### config.mk
export PLATFORM = sky130hd
export DESIGN_NAME = bsc_bus_cycle
export DESIGN_NICKNAME = d
export VERILOG_FILES = /design/src/core/bsc_pkg.sv /design/src/core/bsc_bus_cycle.sv
export SDC_FILE = /design/constraint.sdc
export NUM_CORES = 1
export LEC_CHECK = 0
export BUFFER_PORTS_ARGS = -buffer_cell sky130_fd_sc_hd__buf_2
export CAP_MARGIN = 40
export CORE_MARGIN = 4
export CORE_UTILIZATION = 58
export CTS_BUF_LIST = sky130_fd_sc_hd__clkbuf_8
export CTS_CLUSTER_DIAMETER = 80
export DETAILED_ROUTE_END_ITERATION = 6
export PLACE_DENSITY = 0.78
export RECOVER_POWER = 100
export SLEW_MARGIN = 20
export SYNTH_ARGS = -nofsm -noshare
export SYNTH_HDL_FRONTEND = slang
export SYNTH_SLANG_ARGS = --single-unit
### constraint.sdc
create_clock -name core_clk -period 5.5 [get_ports core_clk]
set_input_delay 1.1 -clock core_clk [delete_from_list [all_inputs] [get_ports core_clk]]
set_output_delay 1.1 -clock core_clk [all_outputs]
set_load 0.005 [all_outputs]
### src/core/bsc_pkg.sv
package bsc_pkg;

	localparam int DATA_W = 36;
	localparam int ADDR_W = 4;
	localparam int DEPTH = 16;
	localparam int BURST_W = 2;
	localparam int LANE_N = 4;
	localparam int LANE_W = 9;
	localparam int NIB_N = 2;
	localparam int NIB_W = 4;
	localparam int X18_LANES = 2;
	localparam logic [BURST_W-1:0] BEAT_FIRST = 2'h0;
	localparam logic [BURST_W-1:0] BEAT_ONE = 2'h1;
	localparam logic [BURST_W-1:0] BEAT_TWO = 2'h2;
	localparam logic [BURST_W-1:0] BEAT_LAST = 2'h3;
	localparam logic [2:0] TIE_CNT = 3'h7;

	typedef enum logic [1:0]
	{
		ORG_X8 = 2'h0,
		ORG_X18 = 2'h1,
		ORG_X36 = 2'h2
	} bsc_org_type;

	typedef enum logic [4:0]
	{
		ST_IDLE = 5'h01,
		ST_WR_A = 5'h02,
		ST_WR_B = 5'h04,
		ST_RD_A = 5'h08,
		ST_RD_B = 5'h10
	} bsc_state_type;

	typedef struct packed
	{
		logic load_n;
		logic read_not_write;
		logic [ADDR_W-1:0] addr;
		logic [DATA_W-1:0] dq;
		logic [LANE_N-1:0] lane_write_n;
		logic [NIB_N-1:0] nibble_write_n;
		logic [1:0] org;
	} bsc_pins_type;

	typedef struct packed
	{
		logic k;
		logic k_n;
		logic c;
		logic c_n;
	} bsc_clks_type;

endpackage

### src/core/bsc_bus_cycle.sv
`timescale 1ns/100ps
module bsc_bus_cycle
	import bsc_pkg::*;
(
	// Clock and reset
	input wire logic core_clk,
	input wire logic sys_rst,
	// Pin clocks
	input wire logic input_strobe_pos,
	input wire logic input_strobe_neg,
	input wire logic output_strobe_pos,
	input wire logic output_strobe_neg,
	// Control and address pins
	input wire logic load_n,
	input wire logic read_not_write,
	input wire logic [ADDR_W-1:0] addr,
	input wire logic [1:0] org_sel,
	// Write lane enables
	input wire logic lane_write_n0,
	input wire logic lane_write_n1,
	input wire logic lane_write_n2,
	input wire logic lane_write_n3,
	input wire logic nibble_write_n0,
	input wire logic nibble_write_n1,
	// Shared data bus
	input wire logic [DATA_W-1:0] dq_in,
	output logic [DATA_W-1:0] dq_out,
	output logic dq_oe
);

	bsc_pins_type pin_s1;
	bsc_pins_type pin_s2;
	bsc_pins_type pin_raw;
	bsc_clks_type clk_raw;
	bsc_clks_type clk_s1;
	bsc_clks_type clk_s2;
	bsc_clks_type clk_s3;
	bsc_state_type state;
	logic [DATA_W-1:0] mem [DEPTH];
	logic [DATA_W-1:0] wmask;
	logic [ADDR_W-1:0] wr_base;
	logic [ADDR_W-1:0] wr_sel_base;
	logic [BURST_W-1:0] wr_beat;
	logic wr_evt;
	logic [ADDR_W-1:0] rd_base;
	logic [BURST_W-1:0] rd_beat;
	logic rd_run;
	logic [2:0] tie_cnt;
	logic c_tied;
	logic seen_load;
	logic k_rise;
	logic kn_rise;
	logic out_pos_evt;
	logic out_neg_evt;
	logic sample_ok;
	logic load_go;
	logic rd_start;
	logic drive_evt;

	function automatic logic [ADDR_W-1:0] burst_idx(
		input logic [ADDR_W-1:0] base,
		input logic [BURST_W-1:0] beat
	);
		logic [BURST_W-1:0] low;
		low = base[BURST_W-1:0] + beat;
		return {base[ADDR_W-1:BURST_W], low};
	endfunction

	assign pin_raw = '{load_n: load_n, read_not_write: read_not_write,
		addr: addr, dq: dq_in,
		lane_write_n: {lane_write_n3, lane_write_n2, lane_write_n1,
			lane_write_n0},
		nibble_write_n: {nibble_write_n1, nibble_write_n0},
		org: org_sel};
	assign clk_raw = '{k: input_strobe_pos, k_n: input_strobe_neg,
		c: output_strobe_pos, c_n: output_strobe_neg};

	// Pins and clocks share one synchroniser depth to keep beats aligned
	always_ff @(posedge core_clk or posedge sys_rst)
	begin
		if (sys_rst)
		begin
			pin_s1 <= '1;
			pin_s2 <= '1;
			clk_s1 <= '0;
			clk_s2 <= '0;
			clk_s3 <= '0;
		end
		else
		begin
			pin_s1 <= pin_raw;
			pin_s2 <= pin_s1;
			clk_s1 <= clk_raw;
			clk_s2 <= clk_s1;
			clk_s3 <= clk_s2;
		end
	end

	assign k_rise = clk_s2.k & ~clk_s3.k;
	assign kn_rise = clk_s2.k_n & ~clk_s3.k_n;

	// Both output clocks must sit high for a while to count as tied
	always_ff @(posedge core_clk or posedge sys_rst)
	begin
		if (sys_rst)
		begin
			tie_cnt <= '0;
			c_tied <= 1'b0;
		end
		else if (clk_s2.c & clk_s2.c_n)
		begin
			if (tie_cnt != TIE_CNT)
				tie_cnt <= tie_cnt + 3'h1;
			c_tied <= (tie_cnt == TIE_CNT);
		end
		else
		begin
			tie_cnt <= '0;
			c_tied <= 1'b0;
		end
	end

	assign out_pos_evt = c_tied ? k_rise : (clk_s2.c & ~clk_s3.c);
	assign out_neg_evt = c_tied ? kn_rise : (clk_s2.c_n & ~clk_s3.c_n);

	assign sample_ok = (state == ST_IDLE) || (state == ST_WR_B) ||
		(state == ST_RD_B);
	assign load_go = k_rise & sample_ok & ~pin_s2.load_n;
	assign rd_start = load_go & pin_s2.read_not_write;

	always_ff @(posedge core_clk or posedge sys_rst)
	begin
		if (sys_rst)
			state <= ST_IDLE;
		else if (k_rise)
		begin
			case (state)
				ST_IDLE, ST_WR_B, ST_RD_B:
				begin
					if (pin_s2.load_n)
						state <= ST_IDLE;
					else if (pin_s2.read_not_write)
						state <= ST_RD_A;
					else
						state <= ST_WR_A;
				end
				ST_WR_A:
					state <= ST_WR_B;
				ST_RD_A:
					state <= ST_RD_B;
				default:
					state <= ST_IDLE;
			endcase
		end
	end

	// Beat schedule of a write burst
	always_comb
	begin
		wr_evt = 1'b0;
		wr_beat = BEAT_FIRST;
		wr_sel_base = wr_base;
		if (load_go && !pin_s2.read_not_write)
		begin
			wr_evt = 1'b1;
			wr_sel_base = pin_s2.addr;
		end
		else if (state == ST_WR_A && kn_rise)
		begin
			wr_evt = 1'b1;
			wr_beat = BEAT_ONE;
		end
		else if (state == ST_WR_A && k_rise)
		begin
			wr_evt = 1'b1;
			wr_beat = BEAT_TWO;
		end
		else if (state == ST_WR_B && kn_rise)
		begin
			wr_evt = 1'b1;
			wr_beat = BEAT_LAST;
		end
	end

	// Lane mask from enables sampled with this beat's data
	always_comb
	begin
		wmask = '0;
		case (bsc_org_type'(pin_s2.org))
			ORG_X8:
				for (int i = 0; i < NIB_N; i++)
					wmask[i*NIB_W +: NIB_W] = {NIB_W{~pin_s2.nibble_write_n[i]}};
			ORG_X18:
				for (int i = 0; i < X18_LANES; i++)
					wmask[i*LANE_W +: LANE_W] = {LANE_W{~pin_s2.lane_write_n[i]}};
			ORG_X36:
				for (int i = 0; i < LANE_N; i++)
					wmask[i*LANE_W +: LANE_W] = {LANE_W{~pin_s2.lane_write_n[i]}};
			default:
				wmask = '0;
		endcase
	end

	always_ff @(posedge core_clk or posedge sys_rst)
	begin
		if (sys_rst)
			wr_base <= '0;
		else if (load_go && !pin_s2.read_not_write)
			wr_base <= pin_s2.addr;
	end

	// Core array has no reset, like the real cells
	always_ff @(posedge core_clk)
	begin
		if (wr_evt)
			mem[burst_idx(wr_sel_base, wr_beat)] <=
				(mem[burst_idx(wr_sel_base, wr_beat)] & ~wmask) |
				(pin_s2.dq & wmask);
	end

	assign drive_evt = rd_run & (rd_beat[0] ? out_pos_evt : out_neg_evt);

	always_ff @(posedge core_clk or posedge sys_rst)
	begin
		if (sys_rst)
		begin
			rd_run <= 1'b0;
			rd_beat <= BEAT_FIRST;
			rd_base <= '0;
		end
		else
		begin
			if (drive_evt)
			begin
				if (rd_beat == BEAT_LAST)
					rd_run <= 1'b0;
				else
					rd_beat <= rd_beat + BEAT_ONE;
			end
			// A new load may land on the last beat's edge and takes over
			if (rd_start)
			begin
				rd_run <= 1'b1;
				rd_beat <= BEAT_FIRST;
				rd_base <= pin_s2.addr;
			end
		end
	end

	always_ff @(posedge core_clk or posedge sys_rst)
	begin
		if (sys_rst)
		begin
			dq_out <= '0;
			dq_oe <= 1'b0;
		end
		else if (drive_evt)
		begin
			dq_out <= mem[burst_idx(rd_base, rd_beat)];
			dq_oe <= 1'b1;
		end
		else if ((out_pos_evt || out_neg_evt) && !rd_run)
			dq_oe <= 1'b0;
	end

	always_ff @(posedge core_clk or posedge sys_rst)
	begin
		if (sys_rst)
			seen_load <= 1'b0;
		else if (load_go)
			seen_load <= 1'b1;
	end

	a_state_on_k: assert property (@(posedge core_clk) disable iff (sys_rst)
		!k_rise |=> $stable(state))
		else $error("state moved without true clock rise");

	a_load_read: assert property (@(posedge core_clk) disable iff (sys_rst)
		(load_go && pin_s2.read_not_write) |=> (state == ST_RD_A) && rd_run)
		else $error("read load not taken");

	a_load_write: assert property (@(posedge core_clk) disable iff (sys_rst)
		(load_go && !pin_s2.read_not_write) |=> (state == ST_WR_A))
		else $error("write load not taken");

	a_nop_idle: assert property (@(posedge core_clk) disable iff (sys_rst)
		(k_rise && sample_ok && pin_s2.load_n) |=> (state == ST_IDLE))
		else $error("no-op cycle started an operation");

	a_four_beats: assert property (@(posedge core_clk) disable iff (sys_rst)
		(drive_evt && rd_beat == BEAT_LAST && !rd_start) |=> !rd_run)
		else $error("read burst ran past four beats");

	a_early_float: assert property (@(posedge core_clk) disable iff (sys_rst)
		!seen_load |-> !dq_oe)
		else $error("bus driven before any load");

	a_launch_edge: assert property (@(posedge core_clk) disable iff (sys_rst)
		$rose(dq_oe) |-> $past(out_neg_evt) && $past(rd_beat) == BEAT_FIRST)
		else $error("read burst did not open on complement edge");

	a_idle_quiet: assert property (@(posedge core_clk) disable iff (sys_rst)
		((out_pos_evt || out_neg_evt) && !rd_run && !drive_evt) |=> !dq_oe)
		else $error("bus driven with no read running");

	a_lanes_off: assert property (@(posedge core_clk) disable iff (sys_rst)
		(pin_s2.org == ORG_X36 && &pin_s2.lane_write_n) |-> wmask == '0)
		else $error("write mask set with all lanes off");

	a_x8_nibble: assert property (@(posedge core_clk) disable iff (sys_rst)
		(pin_s2.org == ORG_X8) |-> wmask[DATA_W-1:NIB_N*NIB_W] == '0)
		else $error("x8 write touched bits above seven");

endmodule

### Word level (Yosys, flattened, before mapping)

Memory sizes are Yosys's and may differ from the RTL's. A register that Yosys moved wholly into a read port is not among the register bits.
Index checks and enable logic that the tools add are counted.

| cells by class | value |
|---|---|
| eq/ne operators | 12 |
| muxes and demuxes | 31 |
| reduce and logical (&&, ||, !) cells | 18 |
| add/subtract/negate cells | 4 |
| bitwise logic cells | 24 |

Operators with widths:

| kind | count |
|---|---|
| $and 36x36->36 | 2 |
| $not 36->36 | 1 |
| $or 36x36->36 | 1 |
| $mux 18 | 1 |
| $pmux 8 s2 | 1 |
| $mux 1 | 15 |
| $pmux 5 s3 | 1 |
| $mux 2 | 7 |
| $mux 4 | 3 |
| $not 1->1 | 11 |
| $mux 10 | 1 |
| $and 1x1->1 | 9 |
| $mux 3 | 2 |
| $reduce_bool 2->1 | 3 |
| $eq 5x1->1 const B | 1 |
| $eq 5x2->1 const B | 1 |
| $eq 5x3->1 const B | 1 |
| $eq 5x4->1 const B | 1 |
| $eq 5x5->1 const B | 1 |
| $logic_and 1x1->1 | 5 |
| $add 2x2->2 | 2 |
| $eq 2x2->1 const B | 2 |
| $reduce_and 2->1 | 2 |
| $add 3x1->3 const B | 1 |
| 11 further kinds | 14 |

| word-level totals | value |
|---|---|
| register bits after elaboration | 133 |
| memories kept | 1 |
| RAM bits | 576 |
| bits of input ports | 56 |

Memory list:

| memory | words | width | rd ports | clocked after Yosys merged registers in | write ports | line | text |
|---|---|---|---|---|---|---|---|
| mem | 16 | 36 | 2 | 1 | 1 | bsc_bus_cycle.sv:39 | `logic [DATA_W-1:0] mem [DEPTH];` |

### Depth between registers and ports, before layout

An unclocked memory read counts as a cell.

| logic depth | value |
|---|---|
| depth in word-level cells | 11 |
| gate-level depth with buffers | 15 |
| gate-level depth less buffers | 10 |

### Worst setup path before layout

OpenSTA, ideal clock, no wires.

| timing | value |
|---|---|
| kind | register to register |
| start | register state[0] |
| end | memory mem[14][0], enable pin |
| stages on the path, launching flop included | 13 |
| data required time | 5.071 ns |
| data arrival time | 4.268 ns |
| slack | 0.802 ns |
| clock period less this slack | 4.698 ns |
| cell sequence | dfstp_2 -> buf_6 -> xor2_1 -> o2111a_1 -> buf_2 -> nand2_1 -> nand2_1 -> ha_1 -> clkbuf_1 -> clkbuf_1 -> nand2b_1 -> clkbuf_1 -> nor2_1 |

| on the way | value |
|---|---|
| elaborated cells between the ends (all ways) | 24 |

RTL lines:

| element | line | text |
|---|---|---|
| from (decl) | bsc_bus_cycle.sv:38 | `bsc_state_type state;` |
| from (signal assigned) | bsc_bus_cycle.sv:134 | `state <= ST_IDLE;` |
| from (signal assigned) | bsc_bus_cycle.sv:141 | `state <= ST_IDLE;` |
| from (signal assigned) | bsc_bus_cycle.sv:143 | `state <= ST_RD_A;` |
| $eq 5x1->1 / $eq 5x3->1 (equally long branches) | bsc_bus_cycle.sv:126 | `assign sample_ok = (state == ST_IDLE) \|\| (state == ST_WR_B) \|\|` |
| $logic_or 1x1->1 | bsc_bus_cycle.sv:126 |  |
| $logic_or 1x1->1 * | bsc_bus_cycle.sv:126 |  |
| $and 1x1->1 * (2 in a row) | bsc_bus_cycle.sv:128 | `assign load_go = k_rise & sample_ok & ~pin_s2.load_n;` |
| $logic_and 1x1->1 * | bsc_bus_cycle.sv:163 | `if (load_go && !pin_s2.read_not_write)` |
| $mux 4 * | - |  |
| via wr_sel_base[0] | bsc_bus_cycle.sv:42 | `logic [ADDR_W-1:0] wr_sel_base;` |
| $add 2x2->2 * | bsc_bus_cycle.sv:65 | `low = base[BURST_W-1:0] + beat;` |
| to (decl) | bsc_bus_cycle.sv:39 |  |

Mark *: on every way through the listed nets, which the timed path passes. The rest lies on a longest branch.

### Worst setup path after layout

| timing | value |
|---|---|
| start | register state[0] |
| end | memory mem[14][16], enable pin |

The elaborated chain is that of the path after synthesis.

==> summary.txt <==
Timing
  – Worst-Margin Slew: 2.531 ns
  – Min Tclk post-route: approximately 5 ns
  – Setup TNS: 0 ns
  – Slew HR: -0.6874
  – Setup Skew: roughly 0.037 ns
  – Fin. Hold Viols: 0
  – RSZ-0062 raised after global routing: no
  – Final slew viol count: about 180
  – Fin crit share: 0.9059
  – Endpoints failing setup: 0
  – FMAX: 200.7 MHz

Clock network
  – CTS tree: built
  – CTS Buffer Depth: 3
  – CTS resizes: 0
  – Hold Buf Count CTS: 0
  – Clock root buffer: clkbuf_8
  – # clock sinks: 745
  – Worst-Skew Late Latency: ~0.74 ns
  – Setup bufs post-CTS: 0
  – CTS clk-pin slew, worst paths: around 0.060 ns
  – CTS Buf Count: around 120
  – H-tree level count: 3

Worst setup path
  – Slowest-stage cell, CP: a2111oi_4
  – CP arrival: about 5.3 ns
  – Crit Path Category: reg -> reg
  – Crit-path max FO: 9
  – Crit-path most repeated cell: nand2_1
  – Startpoint Class: register
  – Max incr delay on CP: 0.77 ns
  – Setup crit end kind: register
  – Worst reg2reg path startpoint: state[0]
  – Worst EP required: between 5 and 6 ns
  – Setup crit start: state[0]
  – CP Cell Sequence: xor2_1 > o2111ai_1 > nand2_1 > nand2_1 > ha_1 > nor2_1 > a2111oi_4 > clkbuf_1 > nand2_1 > clkbuf_1 > nor2_4 > clkbuf_2
  – Flop2flop setup slack: roughly 0.52 ns

Route
  – Wirelength per Cell: between 20 and 30 um
  – Met1 WL: approximately 29,000 um
  – Met2 wire length: between 30,000 and 40,000 um
  – DRC Markers: 0
  – Drt first-iter violations: between 1,500 and 2,000
  – Drt via density: roughly 6.6
  – Via count: 17,817
  – DR pass1 iterations: 5
  – Max Used Layer: met4
  – Routed Antenna Nets: 0
  – Met3 wire length: around 7400 um
  – Final wirelength: 78,560 um

Placed design
  – Dpl cells: 2,475
  – Placer Congestion: around 0.82
  – Port Buffers: between 90 and 100
  – Detailed-placement wirelength estimate: 46,820 um

Layout
  – Finished Core Util: 0.6603
  – Share of cells above drive strength 1: 0.4194
  – Area grow syn2layout: 12.48%
  – Final Net Count: between 1,500 and 2,000
  – Non-filler cells, final: 2,698

Worst hold path
  – Hold Path Class: reg -> reg
  – Worst Hold Launch: pin_s1[7]

Yosys
  – Synth Net Count: between 1,500 and 2,000
  – Mean Syn Cell Area: slightly below 20 um2
  – Ys Warns: 0
  – Synth Cell Area: ~0.032 mm2
  – Compound-cell area share of the yosys netlist: 0.04799
  – Most frequent cell after synthesis: edfxtp_1
  – Post-synthesis simple-gate area fraction: 0.02409
  – Multiplexer share of the synthesized area: 0.2381
  – Synthesized flop and latch total: about 750
  – Synth top area share: 0.5337
  – Post-synth top flop: edfxtp_1
  – Yosys top cell by area: edfxtp_1
  – Post-Synth Adder-Cell Area: 0.003089
  – Area contributors post-synth: edfxtp_1 53%, mux4_2 18%, dfstp_2 8.2%
  – Synth async-reset ratio: 0.2268
  – Unique masters post-synth: between 50 and 60
  – Most instantiated cells after synthesis: 576 x edfxtp_1, 252 x mux4_2, 111 x mux2_2, 101 x dfstp_2, 79 x mux2i_1
  – Largest family of logic cells by synthesized area: multiplexers
  – XOR/XNOR share of the synthesized area: 0.001622
  – EDFF count, synth: 576
  – Seq/Total Area, Yosys: 0.6681
  – Syn Inst Count: about 1,700

Floorplanning
  – Starting density of the core: 0.5871
  – Core Area: around 0.055 mm2
  – Chip height: between 200 and 250 um
  – Ports: between 90 and 100
  – Row cnt: 86
  – Die ar.: 0.05972 mm2
  – Die width: around 240 um

Global routing
  – Total global routing overflow: 0
  – First-pass GRT wire length: 118,500 um
  – Initial antenna violation count: 1
  – Tot GR Track Use: 0.2674
  – Largest net degree at the start of global routing: 170
  – Vias in the first global route: 18,597

Power and ir drop
  – Power, Total: roughly 22 mW
  – PwrDens: around 620 mW/mm2
  – Leakage: roughly 12 nW
  – Max IR drop VDD: ~1.0 mV

Run status
  – Failing checks: capacitance limit, slew limit
  – Outcome: finished, violations left

Flow run
  – Max cap viols: 3
## metrics by stage
stage          worst slack (ns)  hold WS (ns)  instance area, um2
2_1_floorplan            0.8024        0.3312               32410
3_3_place_gp             0.9864        0.3411               34250
3_5_place_dp             0.8951        0.3357               34340
4_1_cts                  0.8944        0.3465               36620
5_1_grt                  0.3298        0.3479               36450
6_report                 0.5176        0.3440               36450
## cell usage in the layout (no fill, tap or decap), drive strengths merged, types with 4 or more instances in the layout
cell type and instances:
a21o 5, a21oi 41, a22oi 35, a41oi 36, buf 130, bufinv 4, clkbuf 178, clkinv 32
dfrtp 68, dfstp 101, edfxtp 576, ha 8, inv 55, mux2 111, mux2i 79, mux4 252
nand2 60, nand2b 15, nor2 68, nor2b 7, nor3 4, o21ai 8, o22a 35, xor2 4
## power breakdown
part	switching [mW]	total, mW	leakage [nW]	internal, mW
clock network	2.11	4.47	1.36	2.35
registers	0.273	7.88	7.07	7.61
logic	5.12	10.1	3.95	5.00
## worst paths after layout
| check | depth (start not counted) | endpoint |
|---|---|---|
| max | 12 | mem[14][16] |
| min | 0 | pin_s2[7] |
| max reg2reg | 12 | mem[14][16] |
| min reg2reg | 0 | pin_s2[7] |
| max in group asynchronous | 3 | dq_out[16] |
| min in group asynchronous | 3 | clk_s1[1] |
## registers in the layout, summed over array words and instances, names as in the netlist
register and cells:
rd_run 1, mem 576, clk_s1 4, dq_oe 1, tie_cnt 3, rd_base 4, c_tied 1, wr_base 4
pin_s1 50, state 5, rd_beat 2, dq_out 36, clk_s2 4, pin_s2 50, clk_s3 4
## final cells by class
type,count,area [um2]
Tap cell,748,935.9
Antenna cell,2,5.005
Multi-Input combinational cell,801,10320
Fill cell,3620,18750
Clock buffer,130,1789
Clock inverter,90,488.0
Timing Repair Buffer,178,1241
Inverter,4,16.27
Sequential cell,745,21660
## metal layers
| metal | vias up | GRT usage |
|---|---|---|
| li1 | 7282 | - |
| met1 | 9323 | 0.3654 |
| met2 | 1033 | 0.4392 |
| met3 | 179 | 0.05658 |
| met4 | 0 | 0.08608 |
| met5 | - | 0 |
## kinds of logic (layout without fill, tap and decap cells)
family                     count (synthesis)  in the layout
DFF                                      745            745
adders and majority gates                  8              8
buffers and inverters                    112            402
other                                      0              2
and+or+nand+nor                          173            173
muxes                                    442            442
AOI/OAI and AO/OA                        172            172
xor gates and xnor gates                   6              6
## worst max-delay path: cells and delay by family (launching register included)
family,cells,cell delay [ns]
xor+xnor,1,0.16
compound gates,2,1.53
fa+ha+maj,1,0.21
flops,1,0.70
buf+inv,3,1.13
simple gates,5,0.88
Note: power is estimated with default switching activity, not from simulation.
